### src/dwdog_map.svh
`ifndef DWDOG_MAP_SVH
`define DWDOG_MAP_SVH
`define DWDOG_IDX_WWCR 16'h50D1
`define DWDOG_IDX_WWWR 16'h50D2
`define DWDOG_IDX_IWKR 16'h50E0
`define DWDOG_IDX_IWPR 16'h50E1
`define DWDOG_IDX_IWRLR 16'h50E2
`define DWDOG_IDX_OPT 16'h50E4
`define DWDOG_IDX_NOPT 16'h50E5
`define DWDOG_IDX_STAT 16'h50E6
`define DWDOG_IDX_MASK 16'h50E7
`define DWDOG_RST_WWCR 8'h7F
`define DWDOG_RST_WWWR 8'h7F
`define DWDOG_RST_IWPR 8'h00
`define DWDOG_RST_IWRLR 8'hFF
`define DWDOG_RST_OPT 8'h00
`define DWDOG_RST_NOPT 8'hFF
`define DWDOG_KEY_ENABLE 8'hCC
`define DWDOG_KEY_REFRESH 8'hAA
`define DWDOG_KEY_ACCESS 8'h55
`define DWDOG_WW_ACT_BIT 7
`define DWDOG_WW_T6_BIT 6
`define DWDOG_OPT_IW_HW_BIT 2
`define DWDOG_OPT_WW_HW_BIT 1
`define DWDOG_WW_TICK_CYC 16'd12288
`define DWDOG_SYS_HZ 100000000
`define DWDOG_LSRC_HZ 128000
`define DWDOG_LSRC_DIV (`DWDOG_SYS_HZ / `DWDOG_LSRC_HZ)
`define DWDOG_IW_PRE_BASE 4
`define DWDOG_PR_MAX 3'd6
`endif

### src/dwdog_pkg.sv
package dwdog_pkg;
  typedef enum logic [1:0] {
    DWDOG_EV_WW_EARLY,
    DWDOG_EV_WW_TIMEOUT,
    DWDOG_EV_IW_TIMEOUT,
    DWDOG_EV_OPT_BAD
  } dwdog_event_t;
  typedef logic [3:0] dwdog_evvec_t;
endpackage

### src/dwdog_tick_if.sv
`timescale 1ns/100ps
`default_nettype none
interface dwdog_tick_if;
  logic tick;
  logic clear;
  modport src (output tick, input clear);
  modport dst (input tick, output clear);
endinterface
`default_nettype wire

### src/dwdog_div.sv
`timescale 1ns/100ps
`default_nettype none
`include "dwdog_map.svh"
module dwdog_div #(
  parameter int unsigned DIV = 2
) (
  input wire logic clk_i,
  input wire logic rst_i,
  dwdog_tick_if.src tk
);
  logic [15:0] cnt;
  wire logic wrap = (cnt == 16'(DIV - 1));
  always_ff @(posedge clk_i) begin
    if (rst_i || tk.clear || wrap) begin
      cnt <= 16'h0000;
    end else begin
      cnt <= cnt + 16'h0001;
    end
  end
  always_ff @(posedge clk_i) begin
    if (rst_i || tk.clear) begin
      tk.tick <= 1'b0;
    end else begin
      tk.tick <= wrap;
    end
  end
endmodule
`default_nettype wire

### src/dwdog_top.sv
`timescale 1ns/100ps
`default_nettype none
`include "dwdog_map.svh"
module dwdog_top (
  input wire logic clk_i,
  input wire logic rst_i,
  input wire logic cyc_i,
  input wire logic stb_i,
  input wire logic we_i,
  input wire logic [15:0] adr_i,
  input wire logic [7:0] dat_i,
  input wire logic sel_i,
  output logic [7:0] dat_o,
  output logic ack_o,
  output logic wdog_reset_o,
  output logic irq_o
);
  logic [7:0] ww_ctrl;
  logic [7:0] ww_win;
  logic [7:0] iw_pre;
  logic [7:0] iw_rld;
  logic [7:0] opt;
  logic [7:0] nopt;
  logic [7:0] iw_cnt;
  logic [7:0] iw_pcnt;
  logic iw_on;
  logic iw_unlock;
  dwdog_pkg::dwdog_evvec_t status;
  dwdog_pkg::dwdog_evvec_t mask;
  dwdog_tick_if ww_tk ();
  dwdog_tick_if ls_tk ();

  dwdog_div #(.DIV(`DWDOG_WW_TICK_CYC)) u_ww_div (
    .clk_i(clk_i),
    .rst_i(rst_i),
    .tk(ww_tk)
  );
  // The independent timebase is a divided tick of the one system clock.
  dwdog_div #(.DIV(`DWDOG_LSRC_DIV)) u_ls_div (
    .clk_i(clk_i),
    .rst_i(rst_i),
    .tk(ls_tk)
  );
  assign ww_tk.clear = 1'b0;
  assign ls_tk.clear = 1'b0;

  wire logic req = cyc_i && stb_i && !ack_o;
  wire logic wr = req && we_i && sel_i;
  wire logic rd = req && !we_i;
  wire logic wr_wwcr = wr && (adr_i == `DWDOG_IDX_WWCR);
  wire logic wr_wwwr = wr && (adr_i == `DWDOG_IDX_WWWR);
  wire logic wr_iwkr = wr && (adr_i == `DWDOG_IDX_IWKR);
  wire logic wr_iwpr = wr && (adr_i == `DWDOG_IDX_IWPR);
  wire logic wr_iwrl = wr && (adr_i == `DWDOG_IDX_IWRLR);
  wire logic wr_opt = wr && (adr_i == `DWDOG_IDX_OPT);
  wire logic wr_nopt = wr && (adr_i == `DWDOG_IDX_NOPT);
  wire logic wr_mask = wr && (adr_i == `DWDOG_IDX_MASK);
  wire logic rd_stat = rd && (adr_i == `DWDOG_IDX_STAT);

  // Option byte is only trusted when its stored complement matches.
  wire logic opt_ok = (opt == ~nopt);
  wire logic ww_hw = opt_ok && opt[`DWDOG_OPT_WW_HW_BIT];
  wire logic iw_hw = opt_ok && opt[`DWDOG_OPT_IW_HW_BIT];

  // Window refresh: counter value above the window means too early.
  wire logic ww_act = ww_ctrl[`DWDOG_WW_ACT_BIT];
  wire logic ww_early = wr_wwcr && ww_act &&
                        (ww_ctrl[6:0] > ww_win[6:0]);
  wire logic ww_expire = ww_act && ww_tk.tick &&
                         (ww_ctrl[6:0] == 7'h40);
  wire logic [7:0] ww_wdat = {ww_act | dat_i[7], dat_i[6:0]};

  wire logic key_en = wr_iwkr && (dat_i == `DWDOG_KEY_ENABLE);
  wire logic key_ref = wr_iwkr && (dat_i == `DWDOG_KEY_REFRESH);
  wire logic key_acc = wr_iwkr && (dat_i == `DWDOG_KEY_ACCESS);
  wire logic [2:0] pr_sel = (iw_pre[2:0] > `DWDOG_PR_MAX) ?
                            `DWDOG_PR_MAX : iw_pre[2:0];
  wire logic [7:0] pr_lim = 8'((`DWDOG_IW_PRE_BASE << pr_sel) - 1);
  wire logic iw_step = iw_on && ls_tk.tick && (iw_pcnt >= pr_lim);
  wire logic iw_expire = iw_step && (iw_cnt == 8'h00);

  wire dwdog_pkg::dwdog_evvec_t ev = {!opt_ok, iw_expire,
                                      ww_expire, ww_early};
  wire logic [7:0] rd_mux =
    (adr_i == `DWDOG_IDX_WWCR) ? ww_ctrl :
    (adr_i == `DWDOG_IDX_WWWR) ? ww_win :
    (adr_i == `DWDOG_IDX_IWPR) ? iw_pre :
    (adr_i == `DWDOG_IDX_IWRLR) ? iw_rld :
    (adr_i == `DWDOG_IDX_OPT) ? opt :
    (adr_i == `DWDOG_IDX_NOPT) ? nopt :
    (adr_i == `DWDOG_IDX_STAT) ? {4'h0, status} :
    (adr_i == `DWDOG_IDX_MASK) ? {4'h0, mask} : 8'h00;

  always_ff @(posedge clk_i) begin
    if (rst_i) begin
      ack_o <= 1'b0;
      dat_o <= 8'h00;
    end else begin
      ack_o <= req;
      dat_o <= rd ? rd_mux : 8'h00;
    end
  end

  always_ff @(posedge clk_i) begin
    if (rst_i) begin
      opt <= `DWDOG_RST_OPT;
      nopt <= `DWDOG_RST_NOPT;
      mask <= 4'h0;
      ww_win <= `DWDOG_RST_WWWR;
    end else begin
      if (wr_opt) opt <= dat_i;
      if (wr_nopt) nopt <= dat_i;
      if (wr_mask) mask <= dat_i[3:0];
      if (wr_wwwr) ww_win <= {1'b0, dat_i[6:0]};
    end
  end

  // Window watchdog counter; the hardware option forces it active.
  always_ff @(posedge clk_i) begin
    if (rst_i) begin
      ww_ctrl <= `DWDOG_RST_WWCR;
    end else if (wr_wwcr) begin
      ww_ctrl <= ww_wdat;
    end else begin
      if (ww_hw) ww_ctrl[`DWDOG_WW_ACT_BIT] <= 1'b1;
      if (ww_act && ww_tk.tick) ww_ctrl[6:0] <= ww_ctrl[6:0] - 7'h01;
    end
  end

  // The option byte is cleared by reset here, so a valid hardware-enable
  // bit starts the dog whenever it appears, not only just after reset.
  always_ff @(posedge clk_i) begin
    if (rst_i) begin
      iw_on <= 1'b0;
    end else begin
      if (iw_hw || key_en) iw_on <= 1'b1;
    end
  end

  // Prescaler and reload are writable only after the access key.
  always_ff @(posedge clk_i) begin
    if (rst_i) begin
      iw_unlock <= 1'b0;
      iw_pre <= `DWDOG_RST_IWPR;
      iw_rld <= `DWDOG_RST_IWRLR;
    end else begin
      if (key_acc) iw_unlock <= 1'b1;
      else if (key_ref || key_en) iw_unlock <= 1'b0;
      if (wr_iwpr && iw_unlock) iw_pre <= {5'h00, dat_i[2:0]};
      if (wr_iwrl && iw_unlock) iw_rld <= dat_i;
    end
  end

  always_ff @(posedge clk_i) begin
    if (rst_i) begin
      iw_cnt <= `DWDOG_RST_IWRLR;
      iw_pcnt <= 8'h00;
    end else if (key_ref || (key_en && !iw_on)) begin
      iw_cnt <= iw_rld;
      iw_pcnt <= 8'h00;
    end else if (iw_on && ls_tk.tick) begin
      if (iw_step) begin
        iw_pcnt <= 8'h00;
        iw_cnt <= iw_cnt - 8'h01;
      end else begin
        iw_pcnt <= iw_pcnt + 8'h01;
      end
    end
  end

  // A set event wins over the read clear in the same cycle.
  always_ff @(posedge clk_i) begin
    if (rst_i) begin
      status <= 4'h0;
      irq_o <= 1'b0;
      wdog_reset_o <= 1'b0;
    end else begin
      status <= (rd_stat ? 4'h0 : status) | ev;
      irq_o <= |(((rd_stat ? 4'h0 : status) | ev) & mask);
      wdog_reset_o <= ww_early || ww_expire || iw_expire;
    end
  end
endmodule
`default_nettype wire

### config.mk
export PLATFORM = sky130hd
export DESIGN_NAME = dwdog_top
export DESIGN_NICKNAME = d
export VERILOG_FILES = /design/src/dwdog_pkg.sv /design/src/dwdog_tick_if.sv /design/src/dwdog_div.sv /design/src/dwdog_top.sv
export VERILOG_INCLUDE_DIRS = /design/src
export SDC_FILE = /design/constraint.sdc
export NUM_CORES = 1
export LEC_CHECK = 0
export ABC_AREA = 1
export BUFFER_PORTS_ARGS = -buffer_cell sky130_fd_sc_hd__buf_2
export CAP_MARGIN = 20
export CORE_MARGIN = 5
export CORE_UTILIZATION = 43
export DETAILED_ROUTE_END_ITERATION = 16
export PLACE_DENSITY = 0.67
export SLEW_MARGIN = 15
export SYNTH_ARGS = -nofsm -noshare
export SYNTH_HDL_FRONTEND = slang
export SYNTH_SLANG_ARGS = --single-unit
### constraint.sdc
create_clock -name clk_i -period 4.4 [get_ports clk_i]
set_input_delay 0.88 -clock clk_i [delete_from_list [all_inputs] [get_ports clk_i]]
set_output_delay 0.88 -clock clk_i [all_outputs]
set_load 0.005 [all_outputs]
Word-level counts from Yosys, hierarchy flattened
Index checks and enable logic that the tools add are counted.
W data, S select, Z words.
{"block": "word_totals", "register_bits": 113, "input_bits": 30}
{"block": "op_classes", "n_addsub": 6, "order_cmp": 3, "eq_ne": 16, "shifts": 1, "mux": 19, "bitwise_logic": 5, "reduce_logical": 50}
{"cell": "$eq A16 B15 Y1 const B", "n": 9}
{"cell": "$mux W8", "n": 11}
{"cell": "$add A16 B1 Y16 const B", "n": 2}
{"cell": "$logic_and A1 B1 Y1", "n": 29}
{"cell": "$eq A16 B10 Y1 const B", "n": 1}
{"cell": "$eq A16 B14 Y1 const B", "n": 1}
{"cell": "$eq A8 B8 Y1 const B", "n": 2}
{"cell": "$mux W4", "n": 3}
{"cell": "$reduce_bool A2 Y1", "n": 5}
{"cell": "$add A8 B1 Y8 const B", "n": 1}
{"cell": "$eq A8 B7 Y1 const B", "n": 1}
{"cell": "$eq A8 B8 Y1", "n": 1}
{"cell": "$ge A8 B8 Y1", "n": 1}
{"cell": "$logic_not A8 Y1", "n": 1}
{"cell": "$not A8 Y8", "n": 1}
{"cell": "$shl A3 B3 Y8 const A", "n": 1}
{"cell": "$sub A8 B1 Y8 const B", "n": 1}
{"cell": "$sub A8 B2 Y8 const B", "n": 1}
{"cell": "$eq A7 B7 Y1 const B", "n": 1}
{"cell": "$gt A7 B7 Y1", "n": 1}
{"cell": "$logic_or A1 B1 Y1", "n": 7}
{"cell": "$mux W7", "n": 1}
{"cell": "$sub A7 B1 Y7 const B", "n": 1}
{"cell": "$and A4 B4 Y4", "n": 1}
{"cell": "10 further kinds", "n": 16}

Depth between registers and ports, before layout
{"block": "depth", "word_depth": 10, "mapped_depth": 17, "ltp_nobuf": 16}

Hierarchy
Synthesis repeated with hierarchy kept, for this count alone.
{"block": "hier_totals", "cells_unflattened": 862, "hier_area_um2": 6112.1}
{"module": "dwdog_top", "instances": 1, "cells_each": 607, "area_per_inst_um2": 4314.1}
{"module": "dwdog_div (u_ls_div)", "instances": 1, "cells_each": 137, "area_per_inst_um2": 905.9}
{"module": "dwdog_div (u_ww_div)", "instances": 1, "cells_each": 118, "area_per_inst_um2": 892.1}

Least setup slack after synthesis
OpenSTA, ideal clock, no wires.
{"block": "synth_timing", "path_type": "input to register", "start": "in adr_i[9]", "end": "reg ww_win[0]", "setup_ns": 0.138, "arrival_ns": 1.996, "t_required_ns": 4.262, "path_slack_ns": 2.266, "stages": 11, "n_path_buf": 1, "cell_sequence": "nor2_1 nand2_1 nor2_4 nand2_2 nor3_4 nand2_1 inv_2 nand2_2 buf_6 nand2_1 o211ai_1"}
{"block": "synth_via", "elab_chain_len": 2}
{"element": "start: declaration", "line": "dwdog_top.sv:10", "source": "input wire logic [15:0] adr_i,"}
{"element": "$eq A16 B15 Y1 (no line)"}
{"element": "$logic_and A1 B1 Y1", "line": "dwdog_top.sv:51", "source": "wire logic wr_wwwr = wr && (adr_i == `DWDOG_IDX_WWWR);"}
{"element": "end signal: assignment", "line": "dwdog_top.sv:109", "source": "ww_win <= `DWDOG_RST_WWWR;"}
{"element": "end signal: assignment", "line": "dwdog_top.sv:114", "source": "if (wr_wwwr) ww_win <= {1'b0, dat_i[6:0]};"}
{"element": "end: declaration", "line": "dwdog_top.sv:19", "source": "logic [7:0] ww_win;"}
Every way passes these cells.
A chain may end at the register's enable or synchronous reset.

Worst setup path after layout
{"block": "layout_timing", "start": "in adr_i[9]", "end": "reg iw_cnt[7]"}
{"block": "layout_via", "elab_chain_len": 7, "word_cells_on_any_way": 10, "cone_classes": "1 x eq/ne; 1 x mux; 8 x reduce/logical"}
{"element": "$eq A16 B15 Y1 (no line) *"}
{"element": "$logic_and A1 B1 Y1 *", "line": "dwdog_top.sv:52", "source": "wire logic wr_iwkr = wr && (adr_i == `DWDOG_IDX_IWKR);"}
{"element": "$logic_and A1 B1 Y1", "line": "dwdog_top.sv:73", "source": "wire logic key_en = wr_iwkr && (dat_i == `DWDOG_KEY_ENABLE);"}
{"element": "$logic_and A1 B1 Y1", "line": "dwdog_top.sv:158", "source": "end else if (key_ref || (key_en && !iw_on)) begin"}
{"element": "$logic_or A1 B1 Y1 *", "line": "dwdog_top.sv:158"}
{"element": "$reduce_bool A2 Y1 (no line)"}
{"element": "$reduce_and A2 Y1 (no line)"}
{"element": "end signal: assignment", "line": "dwdog_top.sv:156", "source": "iw_cnt <= `DWDOG_RST_IWRLR;"}
{"element": "end signal: assignment", "line": "dwdog_top.sv:159", "source": "iw_cnt <= iw_rld;"}
{"element": "end signal: assignment", "line": "dwdog_top.sv:164", "source": "iw_cnt <= iw_cnt - 8'h01;"}
{"element": "end: declaration", "line": "dwdog_top.sv:24", "source": "logic [7:0] iw_cnt;"}
Every way passes the cells marked *; elsewhere a longest branch is shown, timed or not.

==> flow_metrics.tcl <==
set metrics [dict create \
    cp-start-kind "input port" \
    ctsResizeCount 0 \
    num_rows 43 \
    via_per_inst 5.15 \
    worstReg2RegEnd "irq_o" \
    syn_nets 867 \
    comb_power_share_pct 3.3 \
    dr.first_iter.drc_count 399 \
    synthCells 818 \
    fin_worst_skew_ns 0.0111 \
    cts.hold.buffers_added 0 \
    ys_seq_area_share_pct 37.7 \
    numCtsBuffers 17 \
    maxCapViolations 0 \
    syn-cell-area_um2 6010 \
    syn_avg_cell_area_um2 7.35 \
    routedWlPerCell_um 14.0 \
    synth_top_area_share_pct 37.7 \
    io_buffer_count 40 \
    clkSlewWorstSetupHoldPaths_ns 0.05 \
    powerDensity_nw_per_um2 367 \
    die_h_um 128 \
    ant_nets 0 \
    drive_gt1_share_pct 15.9 \
    p_sw_share_pct 21.1 \
    tritoncts "built" \
    hold_viol_final 0 \
    rr_worst_depth 11 \
    die_area_um2 16400 \
    synth_enable_flop_cells 0 \
    fin_tns_setup_ns 0 \
    slew_viol_final 0 \
    grt_start_max_net_pins 58 \
    p_sw_mw 0.538 \
    core_area_um2 13800 \
    fin_cells 1054 \
    min_from "ack_o" \
    placed_cells 1023 \
    hold_depth 1 \
    cts_max_path_buffers 2 \
    yosys.area.top_type "dfxtp_1" \
    via_count 5425 \
    crit_required_ns 4.75 \
    worstSetupPathType "input port to flop" \
    antenna_found_initial 0 \
    max-slew-margin-rel_pct 59.7 \
    crit_fanout 13 \
    io_pins 41 \
    n_fill_cell 1384 \
    drc 0 \
    grt_pass1_wl_um 24900 \
    synthDistinctLibCells 48 \
    seqPwrFrac_pct 40.5 \
    r2r_start "iw_pre[2]" \
    register_area_um2 2260 \
    regToRegSetupSlack_ns 2.22 \
    syn_to_final_growth_pct 15.8 \
    tightest_slew_ns 0.603 \
    leakagePower_nw 3.19 \
    setup_viol 0 \
    cts_setup_buffers 0 \
    yosysWarnings 0 \
    cts_sinks 113 \
    fin_nets 911 \
    wirelength_um 14700 \
    power_mw 2.55 \
    grtUsageTotal_pct 18.9 \
    finalCriticalPeriod_ns 2.34 \
    rsz0062_at_grt "false" \
    overflow 0 \
    gp_congestion 0.881 \
    dp_hpwl_um 10800 \
    die_x_um 128 \
    worstPathArrival_ns 2.69 \
    grt_pass1_vias 5105 \
    fin_crit_sh_pct 53.3 \
    peakVddDrop_mv 0.261 \
    p_int_mw 2.01 \
    cts_root_buffer "clkbuf_16" \
    cp-end-kind "flop" \
    synth_async_sr_flop_share_pct 0 \
    start_util_pct 43.6 \
    dominantRegCellSynth "dfxtp_1" \
    run_status "finished clean" \
    ys_seq_elements 113 \
    multiInputGateArea_um2 3200 \
    min_to "ack_o" \
    hold_class "flop to flop" \
    fmax_mhz 426 \
    synth.area.top_cells "dfxtp_1 38%, nand2_1 11%, inv_1 6.4%, o211ai_1 4.7%, a21oi_1 4.3%" \
    antenna_cells 0 \
    p_clk_share_pct 56.2 \
    clock_latency_ns 0.42 \
    dr.pass1.iters 5 \
    htree_levels 4 \
]
-- metrics by stage --
step	area, um2	util, %	hold slack (ns)	setup WS [ns]
finish	6960	50.5	0.445	2.06
global route	6960	50.5	0.468	1.83
CTS	6960	50.5	0.447	2.11
detailed placement	6330	46.0	0.436	1.67
global placement	6330	46.0	0.437	1.70
floorplan	6010	-	0.429	2.27
-- cell usage in the layout, fill, tap and decap left out, types with 4 or more instances in the layout --
cell type  instances
a21oi_1           52
buf_2             40
clkbuf_16         17
clkbuf_8           5
clkinv_4           4
dfxtp_1          113
ha_1              19
inv_1            103
inv_2             10
nand2_1          169
nand2_2           12
nand3_1           40
nand3_2            4
nand4_1           21
nor2_1            67
nor2_2            12
nor3_1            18
nor3_4             4
nor3b_1           10
nor4_1             6
o211ai_1          38
o21a_1             4
o21ai_0           41
o21ai_2            4
or2_2              4
xnor2_1            7
xor2_1            13
-- power by group through the flow --
stage	Combinational, mW	Sequential, mW	Clock (mW)
after floorplan	0.0467	1.05	0
after global placement	0.0829	1.06	0
after detailed placement	0.0825	1.06	0
after CTS	0.0833	1.03	1.47
after global routing	0.0923	1.03	1.51
final	0.0836	1.03	1.44
-- worst max-delay path, cell delays in order --
cell	delay, ns
buf_2	0.09
nor2_1	0.10
nand2_1	0.09
nor2_4	0.31
inv_1	0.15
nor3_1	0.44
nand4_1	0.25
o21ai_1	0.22
nand2_1	0.08
nand4_1	0.07
-- cells in the mapped netlist (all sizes together) (3+ instances only) --
library cell	count
nor4	6
nor3b	10
nand2	183
inv	113
buf	8
o21ai	46
nand3b	4
nand4	23
o21bai	3
dfxtp	113
xnor2	7
ha	19
o21a	4
o211ai	38
xor2	13
clkbuf	8
a21oi	53
nand3	44
nor2	83
nor3	25
or2	5
-- layer usage --
layer | routed length (um) | up-vias | part of all wire [%] | track usage (%)
li1 | - | 2809 | - | -
met1 | 7000 | 2467 | 47 | 25.0
met2 | 6560 | 129 | 44 | 29.0
met3 | 946 | 20 | 6.4 | 6.46
met4 | 239 | 0 | 1.6 | 5.81
met5 | 0 | - | 0 | 0
-- worst max path at each step --
| stage | slack [ns] | from | depth (start not counted) | end |
|---|---|---|---|---|
| after global placement | 1.70 | adr_i[9] | 10 | iw_on |
| after detailed placement | 1.67 | cyc_i | 8 | opt[3] |
| after floorplan | 2.27 | adr_i[9] | 11 | ww_win[0] |
| final | 2.06 | adr_i[9] | 10 | iw_cnt[7] |
| after global routing | 1.83 | cyc_i | 8 | opt[0] |
| after CTS | 2.11 | cyc_i | 8 | opt[3] |
-- registers in the layout, summed over array words and instances, names as in the netlist --
register and flops:
ack_o 1, dat_o 8, irq_o 1, iw_cnt 8, iw_on 1, iw_pcnt 8, iw_pre 3, iw_rld 8
iw_unlock 1, mask 4, nopt 8, opt 8, status 4, u_ls_div.cnt 16, u_ls_div.tk.tick 1, u_ww_div.cnt 16
u_ww_div.tk.tick 1, wdog_reset_o 1, ww_ctrl 8, ww_win 7
-- kinds of logic after synthesis --
family,Yosys count,synth area share (%)
and+or+nand+nor,385,31.5
adders and majority gates,19,3.96
xor gates and xnor gates,20,2.92
buffers and inverters,131,9.06
AOI/OAI and AO/OA,150,15.0
DFF,113,37.7
-- cell type report --
type,instances,share of cell area [%]
Inverter,115,6.29
Sequential cell,113,32.5
Multi-Input combinational cell,574,46.0
Clock inverter,8,1.82
Timing Repair Buffer,41,2.98
Tap cell,180,3.24
Clock buffer,23,7.16
(Power assumes the default switching activity.)
